`config.mk`:
```
export PLATFORM = sky130hd
export DESIGN_NAME = nvm_controller
export DESIGN_NICKNAME = d
export VERILOG_FILES = /design/src/core/nvm_pkg.sv /design/src/core/op_if.sv /design/src/core/nvm_controller.sv /design/src/core/nvm_op_timer.sv
export SDC_FILE = /design/constraint.sdc
export NUM_CORES = 1
export LEC_CHECK = 0
export BUFFER_PORTS_ARGS = -buffer_cell sky130_fd_sc_hd__buf_2
export CORE_MARGIN = 4
export CORE_UTILIZATION = 50
export DETAILED_ROUTE_END_ITERATION = 8
export GPL_TIMING_DRIVEN = 1
export PLACE_DENSITY = 0.72
export SYNTH_ARGS = -nofsm -noshare
export SYNTH_HDL_FRONTEND = slang
export SYNTH_SLANG_ARGS = --single-unit
```
`constraint.sdc`:
```
create_clock -name sys_clk -period 13.97 [get_ports sys_clk]
set_input_delay 0.6985 -clock sys_clk [delete_from_list [all_inputs] [get_ports sys_clk]]
set_output_delay 0.6985 -clock sys_clk [all_outputs]
set_load 0.01 [all_outputs]
```
`src/core/nvm_pkg.sv`:
```
package nvm_pkg;
    // register indices; byte address is four times the index
    localparam logic [3:0] IDX_CMD    = 4'h0;
    localparam logic [3:0] IDX_PROT   = 4'h1;
    localparam logic [3:0] IDX_STATUS = 4'h2;
    localparam logic [3:0] IDX_IEN    = 4'h3;
    localparam logic [3:0] IDX_IFLAG  = 4'h4;
    localparam logic [3:0] IDX_DATA   = 4'h6;
    localparam logic [3:0] IDX_ADDR   = 4'h8;
    localparam int         ADDR_LSB   = 2;

    // field positions
    localparam int CMD_LSB      = 0;
    localparam int CMD_W        = 3;
    localparam int PROT_APP_BIT = 0;
    localparam int PROT_BOOT_BIT = 1;
    localparam int ST_FLASH_BUSY_BIT = 0;
    localparam int ST_EBUSY_BIT = 1;
    localparam int ST_WERR_BIT  = 2;
    localparam int IRQ_RDY_BIT  = 0;
    localparam int IRQ_VECTOR   = 0;

    localparam logic [7:0]  RST_BYTE = 8'h00;
    localparam logic [15:0] RST_WORD = 16'h0000;

    typedef enum logic [2:0] {
        CMD_NONE        = 3'b000,
        CMD_PAGE_WRITE  = 3'b001,
        CMD_PAGE_ERASE  = 3'b010,
        CMD_ERASE_WRITE = 3'b011,
        CMD_BUF_CLEAR   = 3'b100,
        CMD_CHIP_ERASE  = 3'b101,
        CMD_EE_WIPE     = 3'b110,
        CMD_FUSE_PROG   = 3'b111
    } nvm_cmd_t;

    // unlock window length in instructions
    localparam logic [2:0] UNLOCK_INSTR = 3'h4;

    // operation times
    localparam int CLK_PERIOD_NS  = 50;
    localparam int PAGE_OP_NS     = 2000000;
    localparam int LONG_OP_NS     = 4000000;
    localparam int BUF_CLEAR_CLKS = 7;
    localparam int PAGE_OP_CYC    = PAGE_OP_NS / CLK_PERIOD_NS;
    localparam int LONG_OP_CYC    = LONG_OP_NS / CLK_PERIOD_NS;
    localparam int CNT_W          = 32;

    localparam int MEM_FLASH = 0;
    localparam int MEM_EE    = 1;
    localparam int MEM_N     = 2;
endpackage

```
`src/core/op_if.sv`:
```
`timescale 1ns/10ps
interface op_if;
    import nvm_pkg::*;
    logic             start;
    logic [CNT_W-1:0] cycles;
    logic             busy;
    logic             done;
    modport ctrl  (output start, output cycles, input busy, input done);
    modport timer (input start, input cycles, output busy, output done);
endinterface

```
`src/core/nvm_controller.sv`:
```
// The implementer's own choice: the APB slave port.
`timescale 1ns/10ps
// Summary of operation
// RULE_01: single ready vector at offset zero
// RULE_02: ready condition sets the ready flag
// RULE_03: irq while flag and enable, until cleared
// RULE_04: irq only with global enable set
// RULE_05: sleep with system when nothing writes
// RULE_06: write in progress keeps clock running
// RULE_07: ready irq wakes from idle only
// RULE_08: wake-up clears the page buffer
// RULE_09: command write needs key within four instructions
// RULE_10: three-bit command field issues commands
// RULE_11: address selects target array for page ops
// RULE_12: chip erase spares eeprom when fuse set
// RULE_13: fuse write only from debug port
// RULE_14: boot lock blanks boot reads and fetches
// RULE_15: boot lock written from boot, reset clears
// RULE_16: lock effective once boot section left
// RULE_17: app protect set-only, blocks app writes
// RULE_18: write error reflects most recent operation
// RULE_19: eeprom busy while eeprom executes
// RULE_20: flash busy while flash executes
// RULE_21: enabled ready irq repeats while eeprom idle
// RULE_22: write one clears ready flag
// RULE_23: page loads update the address register
// RULE_24: busy fall sets flag, done clears busy
// RULE_25: command to busy memory flags error
module nvm_controller
    import nvm_pkg::*;
#(
    parameter int          PAGE_CYC   = PAGE_OP_CYC,
    parameter int          LONG_CYC   = LONG_OP_CYC,
    parameter int          CLEAR_CYC  = BUF_CLEAR_CLKS,
    parameter logic [15:0] EE_FIRST   = 16'h1400,
    parameter logic [15:0] EE_LAST    = 16'h14FF,
    parameter logic [15:0] BOOT_FIRST = 16'h8000,
    parameter logic [15:0] APP_FIRST  = 16'h8800
)
(
    // clock and reset
    input  wire logic        sys_clk,
    input  wire logic        arst_n,
    // apb slave
    input  wire logic        psel,
    input  wire logic        penable,
    input  wire logic        pwrite,
    input  wire logic [11:0] paddr,
    input  wire logic [31:0] pwdata,
    input  wire logic [3:0]  pstrb,
    output logic      [31:0] prdata,
    output logic             pready,
    output logic             pslverr,
    // cpu side
    input  wire logic        key_written,
    input  wire logic        instr_retired,
    input  wire logic        debug_access,
    input  wire logic        exec_in_boot,
    input  wire logic        global_irq_en,
    // page buffer loads and reads
    input  wire logic        store_valid,
    input  wire logic [15:0] store_addr,
    input  wire logic        read_valid,
    input  wire logic [15:0] read_data,
    input  wire logic        keep_eeprom_fuse,
    // sleep
    input  wire logic        sleep_req,
    input  wire logic        sleep_idle_mode,
    output logic             nvm_asleep,
    output logic             clock_hold,
    output logic             wake_req,
    // array operations
    output logic             op_start,
    output logic [2:0]       op_cmd,
    output logic             op_to_eeprom,
    output logic             op_wipe_eeprom,
    output logic [15:0]      op_addr,
    output logic [15:0]      op_data,
    output logic             buffer_clear,
    output logic             boot_read_blank,
    output logic             app_write_block,
    output logic             eeprom_ready_irq
);
    logic [1:0] rst_sync_r;
    logic       rst_n;

    always_ff @(posedge sys_clk or negedge arst_n)
    begin
        if (!arst_n)
            rst_sync_r <= 2'b00;
        else
            rst_sync_r <= {rst_sync_r[0], 1'b1};
    end
    assign rst_n = rst_sync_r[1];

    // operation timers, one per memory
    op_if u_op [MEM_N] ();
    logic [MEM_N-1:0]             start_r;
    logic [MEM_N-1:0][CNT_W-1:0] cyc_r;
    logic [MEM_N-1:0]             busy;
    logic [MEM_N-1:0]             done;

    genvar g;
    generate
        for (g = 0; g < MEM_N; g++)
        begin : g_mem
            assign u_op[g].start  = start_r[g];
            assign u_op[g].cycles = cyc_r[g];
            assign busy[g]        = u_op[g].busy;
            assign done[g]        = u_op[g].done;
            nvm_op_timer u_timer
            (
                .sys_clk (sys_clk),
                .rst_n   (rst_n),
                .op      (u_op[g].timer)
            );
        end
    endgenerate

    // bus decode
    logic       acc_phase;
    logic       wr_fire;
    logic [3:0] idx;
    logic       mapped;

    assign acc_phase = psel && penable;
    assign wr_fire   = acc_phase && pready && pwrite;
    assign idx       = paddr[ADDR_LSB+3:ADDR_LSB];
    assign mapped    = (paddr[ADDR_LSB-1:0] == 2'b00) && (paddr[11:ADDR_LSB+4] == '0)
                       && (idx <= IDX_IFLAG || idx == IDX_DATA || idx == IDX_ADDR);

    logic       app_wp_r;
    logic       boot_wr_r;
    logic       boot_act_r;
    logic       werr_r;
    logic       ien_r;
    logic       flag_r;
    logic [15:0] data_r;
    logic [15:0] addr_r;
    logic [2:0]  cmd_r;
    logic [2:0]  unlock_r;
    logic        loaded_r;
    logic        loaded_ee_r;
    logic        mix_err_r;
    logic        ee_busy_d_r;
    logic        asleep_d_r;

    // unlock window counted in retired instructions
    always_ff @(posedge sys_clk or negedge rst_n)
    begin
        if (!rst_n)
            unlock_r <= '0;
        else if (key_written)
            unlock_r <= UNLOCK_INSTR; // RULE_09
        else if (wr_fire && idx == IDX_CMD)
            unlock_r <= '0;
        else if (instr_retired && unlock_r != '0)
            unlock_r <= unlock_r - 3'h1;
    end

    // command issue
    logic       cmd_wr;
    nvm_cmd_t   cmd_new;
    logic       tgt_ee;
    logic       cmd_err;
    logic       issue;

    assign cmd_wr  = wr_fire && idx == IDX_CMD && pstrb[0]
                     && (unlock_r != '0 || debug_access); // RULE_09
    assign cmd_new = nvm_cmd_t'(pwdata[CMD_LSB+CMD_W-1:CMD_LSB]); // RULE_10
    assign tgt_ee  = addr_r >= EE_FIRST && addr_r <= EE_LAST; // RULE_11
    assign issue   = cmd_wr && cmd_new != CMD_NONE;

    always_comb
    begin
        cmd_err = 1'b0;
        case (cmd_new)
            CMD_PAGE_WRITE, CMD_ERASE_WRITE:
                cmd_err = busy[tgt_ee ? MEM_EE : MEM_FLASH] || mix_err_r // RULE_25
                          || (loaded_r && loaded_ee_r != tgt_ee) // RULE_18
                          || (!tgt_ee && app_wp_r && addr_r >= APP_FIRST); // RULE_17
            CMD_PAGE_ERASE:
                cmd_err = busy[tgt_ee ? MEM_EE : MEM_FLASH]
                          || (!tgt_ee && app_wp_r && addr_r >= APP_FIRST);
            CMD_BUF_CLEAR:
                cmd_err = busy[MEM_FLASH];
            CMD_CHIP_ERASE:
                cmd_err = busy[MEM_FLASH] || busy[MEM_EE]; // RULE_25
            CMD_EE_WIPE:
                cmd_err = busy[MEM_EE];
            CMD_FUSE_PROG:
                cmd_err = !debug_access || busy[MEM_FLASH]; // RULE_13
            default:
                cmd_err = 1'b0;
        endcase
    end

    // timer starts and operation strobes
    always_ff @(posedge sys_clk or negedge rst_n)
    begin
        if (!rst_n)
        begin
            start_r        <= '0;
            cyc_r          <= '0;
            op_start       <= 1'b0;
            op_cmd         <= CMD_NONE;
            op_to_eeprom   <= 1'b0;
            op_wipe_eeprom <= 1'b0;
            op_addr        <= RST_WORD;
            op_data        <= RST_WORD;
            cmd_r          <= CMD_NONE;
        end
        else
        begin
            start_r  <= '0;
            op_start <= 1'b0;
            if (cmd_wr)
                cmd_r <= cmd_new;
            if (issue && !cmd_err)
            begin
                op_start       <= 1'b1;
                op_cmd         <= cmd_new;
                op_addr        <= addr_r;
                op_data        <= data_r;
                op_to_eeprom   <= 1'b0;
                op_wipe_eeprom <= 1'b0;
                case (cmd_new)
                    CMD_PAGE_WRITE, CMD_PAGE_ERASE, CMD_ERASE_WRITE:
                    begin
                        op_to_eeprom  <= tgt_ee; // RULE_11
                        start_r[tgt_ee ? MEM_EE : MEM_FLASH] <= 1'b1;
                        cyc_r[tgt_ee ? MEM_EE : MEM_FLASH] <=
                            (cmd_new == CMD_ERASE_WRITE) ? CNT_W'(LONG_CYC) : CNT_W'(PAGE_CYC);
                    end
                    CMD_BUF_CLEAR:
                    begin
                        start_r[MEM_FLASH] <= 1'b1;
                        cyc_r[MEM_FLASH]   <= CNT_W'(CLEAR_CYC);
                    end
                    CMD_CHIP_ERASE:
                    begin
                        start_r[MEM_FLASH] <= 1'b1;
                        cyc_r[MEM_FLASH]   <= CNT_W'(LONG_CYC);
                        op_wipe_eeprom     <= !keep_eeprom_fuse; // RULE_12
                        start_r[MEM_EE]    <= !keep_eeprom_fuse;
                        cyc_r[MEM_EE]      <= CNT_W'(LONG_CYC);
                    end
                    CMD_EE_WIPE:
                    begin
                        op_to_eeprom    <= 1'b1;
                        op_wipe_eeprom  <= 1'b1;
                        start_r[MEM_EE] <= 1'b1;
                        cyc_r[MEM_EE]   <= CNT_W'(LONG_CYC);
                    end
                    default:
                    begin
                        start_r[MEM_FLASH] <= 1'b1;
                        cyc_r[MEM_FLASH]   <= CNT_W'(PAGE_CYC);
                    end
                endcase
            end
        end
    end

    // write error holds the outcome of the latest command
    always_ff @(posedge sys_clk or negedge rst_n)
    begin
        if (!rst_n)
            werr_r <= 1'b0;
        else if (issue)
            werr_r <= cmd_err; // RULE_18
    end

    // page buffer clearing and load tracking
    logic wake_now;
    assign wake_now = asleep_d_r && !sleep_req;

    always_ff @(posedge sys_clk or negedge rst_n)
    begin
        if (!rst_n)
            buffer_clear <= 1'b0;
        else
            buffer_clear <= (|done) || wake_now // RULE_08
                            || (issue && !cmd_err && cmd_new == CMD_BUF_CLEAR);
    end

    always_ff @(posedge sys_clk or negedge rst_n)
    begin
        if (!rst_n)
        begin
            loaded_r    <= 1'b0;
            loaded_ee_r <= 1'b0;
            mix_err_r   <= 1'b0;
        end
        else if (buffer_clear)
        begin
            loaded_r  <= 1'b0;
            mix_err_r <= 1'b0;
        end
        else if (store_valid)
        begin
            loaded_r    <= 1'b1;
            loaded_ee_r <= store_addr >= EE_FIRST && store_addr <= EE_LAST;
            if (loaded_r && loaded_ee_r != (store_addr >= EE_FIRST && store_addr <= EE_LAST))
                mix_err_r <= 1'b1;
        end
    end

    // address and data words
    always_ff @(posedge sys_clk or negedge rst_n)
    begin
        if (!rst_n)
            addr_r <= RST_WORD;
        else if (store_valid)
            addr_r <= store_addr; // RULE_23
        else if (wr_fire && idx == IDX_ADDR)
        begin
            if (pstrb[0])
                addr_r[7:0] <= pwdata[7:0];
            if (pstrb[1])
                addr_r[15:8] <= pwdata[15:8];
        end
    end

    always_ff @(posedge sys_clk or negedge rst_n)
    begin
        if (!rst_n)
            data_r <= RST_WORD;
        else if (read_valid)
            data_r <= read_data;
        else if (wr_fire && idx == IDX_DATA)
        begin
            if (pstrb[0])
                data_r[7:0] <= pwdata[7:0];
            if (pstrb[1])
                data_r[15:8] <= pwdata[15:8];
        end
    end

    // protection bits
    always_ff @(posedge sys_clk or negedge rst_n)
    begin
        if (!rst_n)
        begin
            app_wp_r   <= 1'b0;
            boot_wr_r  <= 1'b0;
            boot_act_r <= 1'b0;
        end
        else
        begin
            if (wr_fire && idx == IDX_PROT && pstrb[0])
            begin
                if (pwdata[PROT_APP_BIT])
                    app_wp_r <= 1'b1; // RULE_17
                if (pwdata[PROT_BOOT_BIT] && exec_in_boot)
                    boot_wr_r <= 1'b1; // RULE_15
            end
            if (boot_wr_r && !exec_in_boot)
                boot_act_r <= 1'b1; // RULE_16
        end
    end

    // interrupt flag and enable
    logic rdy_set;
    assign rdy_set = (ee_busy_d_r && !busy[MEM_EE]) // RULE_24
                     || (ien_r && !busy[MEM_EE]); // RULE_21

    always_ff @(posedge sys_clk or negedge rst_n)
    begin
        if (!rst_n)
        begin
            ien_r       <= 1'b0;
            flag_r      <= 1'b0;
            ee_busy_d_r <= 1'b0;
        end
        else
        begin
            ee_busy_d_r <= busy[MEM_EE];
            if (wr_fire && idx == IDX_IEN && pstrb[0])
                ien_r <= pwdata[IRQ_RDY_BIT];
            if (rdy_set)
                flag_r <= 1'b1; // RULE_02
            else if (wr_fire && idx == IDX_IFLAG && pstrb[0] && pwdata[IRQ_RDY_BIT])
                flag_r <= 1'b0; // RULE_22
        end
    end

    // single ready vector; request held while flag, enable and global enable are all set
    always_ff @(posedge sys_clk or negedge rst_n)
    begin
        if (!rst_n)
            eeprom_ready_irq <= 1'b0;
        else
            eeprom_ready_irq <= flag_r && ien_r && global_irq_en; // RULE_01 RULE_03 RULE_04
    end

    // sleep handling
    always_ff @(posedge sys_clk or negedge rst_n)
    begin
        if (!rst_n)
        begin
            nvm_asleep <= 1'b0;
            clock_hold <= 1'b0;
            wake_req   <= 1'b0;
            asleep_d_r <= 1'b0;
        end
        else
        begin
            asleep_d_r <= nvm_asleep;
            nvm_asleep <= sleep_req && !(|busy); // RULE_05
            clock_hold <= sleep_req && (|busy); // RULE_06
            wake_req   <= sleep_req && sleep_idle_mode
                          && flag_r && ien_r && global_irq_en; // RULE_07
        end
    end

    // misc outputs
    always_ff @(posedge sys_clk or negedge rst_n)
    begin
        if (!rst_n)
        begin
            boot_read_blank <= 1'b0;
            app_write_block <= 1'b0;
        end
        else
        begin
            boot_read_blank <= boot_act_r; // RULE_14
            app_write_block <= app_wp_r;
        end
    end

    // apb answer: one wait state
    logic [31:0] rd_mux;
    always_comb
    begin
        rd_mux = '0;
        case (idx)
            IDX_CMD:    rd_mux[CMD_W-1:0] = cmd_r;
            IDX_PROT:   rd_mux[1:0] = {boot_wr_r, app_wp_r};
            IDX_STATUS: rd_mux[2:0] = {werr_r, busy[MEM_EE], busy[MEM_FLASH]}; // RULE_19 RULE_20
            IDX_IEN:    rd_mux[IRQ_RDY_BIT] = ien_r;
            IDX_IFLAG:  rd_mux[IRQ_RDY_BIT] = flag_r;
            IDX_DATA:   rd_mux[15:0] = data_r;
            IDX_ADDR:   rd_mux[15:0] = addr_r;
            default:    rd_mux = '0;
        endcase
    end

    always_ff @(posedge sys_clk or negedge rst_n)
    begin
        if (!rst_n)
        begin
            pready  <= 1'b0;
            pslverr <= 1'b0;
            prdata  <= '0;
        end
        else
        begin
            pready  <= acc_phase && !pready;
            pslverr <= acc_phase && !pready && !mapped;
            if (acc_phase && !pready && !pwrite)
                prdata <= mapped ? rd_mux : '0;
        end
    end
endmodule

```
`src/core/nvm_op_timer.sv`:
```
`timescale 1ns/10ps
module nvm_op_timer
    import nvm_pkg::*;
(
    // clock and reset
    input  wire logic sys_clk,
    input  wire logic rst_n,
    // operation
    op_if.timer       op
);
    logic [CNT_W-1:0] cnt_r;

    // busy from start until the count expires; done pulses at the end
    always_ff @(posedge sys_clk or negedge rst_n)
    begin
        if (!rst_n)
        begin
            cnt_r   <= '0;
            op.busy <= 1'b0;
            op.done <= 1'b0;
        end
        else
        begin
            op.done <= 1'b0;
            if (op.start && !op.busy)
            begin
                cnt_r   <= op.cycles;
                op.busy <= 1'b1;
            end
            else if (op.busy)
            begin
                if (cnt_r <= CNT_W'(1))
                begin
                    op.busy <= 1'b0;
                    op.done <= 1'b1;
                    cnt_r   <= '0;
                end
                else
                begin
                    cnt_r <= cnt_r - CNT_W'(1);
                end
            end
        end
    end
endmodule

```
# --- Word-level counts from Yosys, hierarchy flattened ---
# Index checks and enable logic that the tools add are counted.
totals:
  ff_bits: 264
  input_bits: 95
  output_inout_bits: 79
  word_cells: 234
classes:
  addsub: 3
  order_cmp: 10
  eq_ne: 15
  muxes: 58
  bitwise: 2
  n_reduce_logical: 103
op_table:
  columns: ["op", "n"]
  rows:
  - ["$mux W32", 7]
  - ["$pmux W32 S4", 1]
  - ["$mux W16", 5]
  - ["$bwmux W64", 1]
  - ["$le A32 B1 Y1 const B", 2]
  - ["$pmux W32 S2", 1]
  - ["$sub A32 B1 Y32 const B", 2]
  - ["$logic_and A1 B1 Y1", 46]
  - ["$demux W32 S1", 1]
  - ["$ge A16 B13 Y1 const B", 2]
  - ["$le A16 B13 Y1 const B", 2]
  - ["$pmux W13 S2", 1]
  - ["$mux W1", 25]
  - ["$reduce_bool A2 Y1", 12]
  - ["$reduce_and A2 Y1", 10]
  - ["$mux W17", 1]
  - ["$ge A16 B16 Y1 const B", 1]
  - ["$mux W8", 2]
  - ["$eq A3 B3 Y1 const B", 4]
  - ["$logic_not A1 Y1", 12]
  - ["$logic_or A1 B1 Y1", 12]
  - ["$mux W3", 3]
  - ["$reduce_bool A3 Y1", 3]
  - ["$eq A4 B2 Y1 const B", 2]
  - ["other kinds (24)", 33]

# --- Longest topological paths before layout ---
depth:
  ltp_word: 14
  mapped_depth: 10
  depth_no_buf: 10

# --- Cells and area by module ---
# Synthesis repeated with hierarchy kept, for this count alone.
hier_totals:
  cells_unflattened: 1163
  hier_area_um2: 11054.4
by_module_without_submodules:
  columns: ["module", "n_inst", "cells_each", "area_per_inst_um2", "seq_area_each_um2"]
  rows:
  - ["nvm_controller", 1, 659, 6535.0, 3728.6]
  - ["nvm_op_timer", 2, 252, 2259.7, 850.8]

# --- Worst setup path after synthesis ---
# OpenSTA, ideal clock, no wires.
synth_timing:
  kind: "input port to flip-flop"
  startpoint: "in paddr[3]"
  endpoint: "reg op_addr[0]"
  setup_ns: 0.125
  arrival_ns: 2.613
  t_required_ns: 13.845
  slack_ns: 11.232
  path_stages: 7
  n_path_buf: 2
  cell_sequence: "clkbuf_1 > nor4_2 > nand2_1 > nor4_2 > a31oi_1 > clkbuf_1 > mux2_2"
synth_via:
  elab_chain_len: 6
synth_rtl:
  columns: ["item", "line_no", "rtl"]
  rows:
  - ["start, declared", "nvm_controller.sv:48", "input wire logic [11:0] paddr,"]
  - ["$logic_not A4 Y1", "nvm_controller.sv:168", "assign cmd_wr = wr_fire && idx == IDX_CMD && pstrb[0]"]
  - ["$logic_and A1 B1 Y1 (2 in series)", "nvm_controller.sv:168", null]
  - ["$logic_and A1 B1 Y1", "nvm_controller.sv:169", "&& (unlock_r != '0 || debug_access);"]
  - ["$logic_and A1 B1 Y1", "nvm_controller.sv:172", "assign issue = cmd_wr && cmd_new != CMD_NONE;"]
  - ["$logic_and A1 B1 Y1", "nvm_controller.sv:219", "if (issue && !cmd_err)"]
  - ["end signal, assigned", "nvm_controller.sv:223", "op_addr <= addr_r;"]
  - ["end, declared", "nvm_controller.sv:77", "output logic [15:0] op_addr,"]
# Every way passes these cells.
# A chain may end at the register's enable or synchronous reset.

# --- Worst setup path in the final report ---
layout_timing:
  startpoint: "in paddr[3]"
  endpoint: "reg cyc_r (netlist bit u_op[0].cycles[15])"
layout_via:
  elab_chain_len: 7
layout_rtl:
  columns: ["item", "line_no", "rtl"]
  rows:
  - ["$logic_not A4 Y1", "nvm_controller.sv:168", null]
  - ["$logic_and A1 B1 Y1 (2 in series)", "nvm_controller.sv:168", null]
  - ["$logic_and A1 B1 Y1", "nvm_controller.sv:169", null]
  - ["$logic_and A1 B1 Y1", "nvm_controller.sv:172", null]
  - ["$logic_and A1 B1 Y1", "nvm_controller.sv:219", null]
  - ["$reduce_and A2 Y1 (no source line)", null, null]
  - ["end signal, assigned by index", "nvm_controller.sv:232", "cyc_r[tgt_ee ? MEM_EE : MEM_FLASH] <="]
  - ["end signal, assigned by index", "nvm_controller.sv:238", "cyc_r[MEM_FLASH] <= CNT_W'(CLEAR_CYC);"]
  - ["end signal, assigned by index", "nvm_controller.sv:243", "cyc_r[MEM_FLASH] <= CNT_W'(LONG_CYC);"]
  - ["end, declared", "nvm_controller.sv:99", "logic [MEM_N-1:0][CNT_W-1:0] cyc_r;"]
# Every way passes these cells.

==> impl_metrics.env <==
export IMPL_outcome="completed"
export IMPL_worstSetupPathType="in2reg"
export IMPL_syn_cell_area_mm2=0.0105
export IMPL_startpoint="paddr[3]"
export IMPL_async_reset_ff_share_pct=100
export IMPL_grt_start_max_net_pins=82
export IMPL_seqPwrFrac_pct=47.9
export IMPL_wl_per_cell_um=18.2
export IMPL_p_per_area_mw_per_mm2=121
export IMPL_num_rows=52
export IMPL_antenna_cells=0
export IMPL_route_detailed_drc=0
export IMPL_final_common_cell="dfrtp_1"
export IMPL_ctsHtreeMaxLevel=1
export IMPL_drv_slew=0
export IMPL_tritoncts="done"
export IMPL_clock_sinks=217
export IMPL_rsz0062_at_grt="no"
export IMPL_pin_count=174
export IMPL_yosysUniqueCellTypes=70
export IMPL_cts_buffer_depth=3
export IMPL_holdPathStages=0
export IMPL_min_period_ns=3.29
export IMPL_slew_limit_headroom_pct=24.0
export IMPL_synth_cells=1057
export IMPL_antenna_found_initial=0
export IMPL_period_share_pct=23.6
export IMPL_final_nets=1275
export IMPL_layout_drive_gt1_share_pct=20.2
export IMPL_cts_root_buf="clkbuf_16"
export IMPL_p_int_mw=1.11
export IMPL_fmax_mhz=304
export IMPL_critical_path_endpoint_type="flip-flop"
export IMPL_synth_warnings=0
export IMPL_drt_wl_total_um=26600
export IMPL_critPathRequiredTime_ns=14.36
export IMPL_path_clk_slew_ns=0.06
export IMPL_tns_ns=0
export IMPL_via_per_inst=5.82
export IMPL_yosys_register_bits=217
export IMPL_switching_share_pct=24.2
export IMPL_worstSkewPairLatency_ns=0.51
export IMPL_numCtsBuffers=24
export IMPL_hpwl_um=17900
export IMPL_hp_start="rst_sync_r[0]"
export IMPL_grt_overflow=0
export IMPL_grt_usage_pct=22.4
export IMPL_power_switching_uw=355
export IMPL_rr_startpoint="g_mem[1].u_timer.op.busy"
export IMPL_die_w_um=153
export IMPL_multi_input_area_mm2=0.00470
export IMPL_globalplace_congestion=0.828
export IMPL_post_cts_resized=0
export IMPL_hp_class="reg2reg"
export IMPL_design_area_mm2=0.0122
export IMPL_synth_ff_type="dfrtp_1"
export IMPL_rr_endpoint="u_op[0].cycles[15]"
export IMPL_dr_first_iter_drc_count=560
export IMPL_cp_arrival_ns=3.68
export IMPL_synth_edf_count=0
export IMPL_core_mm2=0.0204
export IMPL_drtAntennaViolNets=0
export IMPL_grt_pass1_vias=8417
export IMPL_port_buffers=139
export IMPL_hold_viol_final=0
export IMPL_die_y_um=153
export IMPL_peakVddDrop_mv=0.109
export IMPL_syn_avg_cell_area_um2=9.90
export IMPL_num_fill_cells=1785
export IMPL_reg2reg_slack_ns=10.73
export IMPL_power_share_clock_pct=44.3
export IMPL_placed_area_mm2=0.0113
export IMPL_regArea_mm2=0.00543
export IMPL_worst_slew_pin_slew_ns=1.13
export IMPL_start_util_pct=51.2
export IMPL_r2r_cells=7
export IMPL_vias=8497
export IMPL_crit_end="u_op[0].cycles[15]"
export IMPL_grt_pass1_wl_um=44000
export IMPL_drv_cap=0
export IMPL_comb_power_share_pct=7.8
export IMPL_area_delta_synth_final_pct=16.2
export IMPL_worstPathMaxFanout=22
export IMPL_dieArea_mm2=0.0233
export IMPL_final_setup_skew_ns=0.0121
export IMPL_yosysSeqAreaShare_pct=51.9
export IMPL_timing_critical_path_from_type="input port"
export IMPL_p_leak_nw=5.71
export IMPL_setup_viol=0
export IMPL_firstDrtPassIters=4
export IMPL_mostFrequentLayoutCells="dfrtp_1, nand2_1, buf_2"
## repair_timing
action	4_1_cts	5_1_grt
buffers inserted	0	0
hold endpoints to repair	2	0
hold buffers	1	0
## stage by stage
stage	utilization (%)	cells	worst slack (ns)	total power [mW]	hold slack, ns
final	59.5	1461	10.68	1.47	0.349
after global routing	59.5	1461	10.43	1.53	0.363
after CTS	59.5	1461	10.70	1.48	0.355
after detailed placement	55.4	1417	10.24	0.827	0.340
after global placement	55.4	1417	10.31	0.822	0.333
after floorplan	-	1072	7.48	0.785	0.331
## cell type report
cell class	instances	share of cell area [%]
clock buffer	39	6.16
clock inverter	4	0.576
inverter	23	0.710
multi-input combinational	758	38.6
sequential	217	44.7
tap	270	2.78
timing repair buffer	150	6.42
## state kept, by name, indices dropped and copies added (netlist names), 2 cells and up
signal	cells
addr_r	16
rst_sync_r	2
prdata	16
g_mem.u_timer.op.done	2
unlock_r	3
data_r	16
u_op.cycles	33
start_r	2
g_mem.u_timer.op.busy	2
op_addr	16
cmd_r	3
op_cmd	3
op_data	16
g_mem.u_timer.cnt_r	64
## critical path: stages
cell and delay, ns:
buf_2 0.20, nor4_2 0.62, nand2_1 0.21, nor4_2 0.67
o21ai_0 0.19, a21o_1 0.46, inv_1 0.27, mux2_2 0.35
## cells in the mapped netlist, drive strengths merged (8+ instances only)
| cell | n | area [µm²] |
|---|---|---|
| dfrtp | 217 | 5430 |
| nand2 | 141 | 529 |
| o21ai | 95 | 475 |
| nor2 | 62 | 233 |
| clkbuf | 53 | 199 |
| a21oi | 38 | 190 |
| mux2i | 36 | 360 |
| nor3 | 36 | 180 |
| mux2 | 34 | 383 |
| and2 | 26 | 163 |
| nor4 | 23 | 181 |
| buf | 21 | 141 |
| a22oi | 20 | 150 |
| inv | 20 | 75.1 |
| a21o | 18 | 135 |
| nand3 | 18 | 90.1 |
| o31ai | 18 | 135 |
| or4 | 15 | 120 |
| a31oi | 14 | 87.6 |
| o211ai | 11 | 82.6 |
| o22ai | 11 | 68.8 |
| nand4 | 8 | 50.1 |
| or3 | 8 | 55.1 |
| xnor2 | 8 | 70.1 |
## power by group through the flow
stage               sequential [mW]  combinational [mW]  clock (mW)
floorplan                     0.710              0.0749           0
global placement              0.711               0.111           0
detailed placement            0.713               0.114           0
CTS                           0.702               0.115       0.662
global route                  0.709               0.131       0.690
finish                        0.702               0.114       0.649
## cells by family (layout without fill, tap and decap cells)
logic type / after synthesis / in the layout / share of synthesized area [%]
adder cells (fa/ha/maj): 6 / 6 / 0.718
buffers and inverters: 97 / 216 / 4.08
AO/OA/AOI/OAI: 285 / 285 / 17.8
other: 2 / 17 / 0.0718
flip-flops: 217 / 217 / 51.9
XOR/XNOR: 8 / 8 / 0.670
multiplexers: 70 / 70 / 7.10
AND/OR/NAND/NOR: 372 / 372 / 17.7
## per-layer routing
metal  vias up  global-route usage (%)  routed length, µm
li1       4065                       -                  -
met5         -                       0                  0
met4         0                    5.39                595
met3        44                    6.02               2030
met1      4126                    31.1              11600
met2       262                    35.3              12300
## worst min path at each step
| stage | end |
|---|---|
| floorplan | rst_sync_r[1] |
| global placement | rst_sync_r[1] |
| detailed placement | rst_sync_r[1] |
| CTS | rst_sync_r[1] |
| global route | rst_sync_r[1] |
| finish | rst_sync_r[1] |
Power figures use the tool's default switching activity.
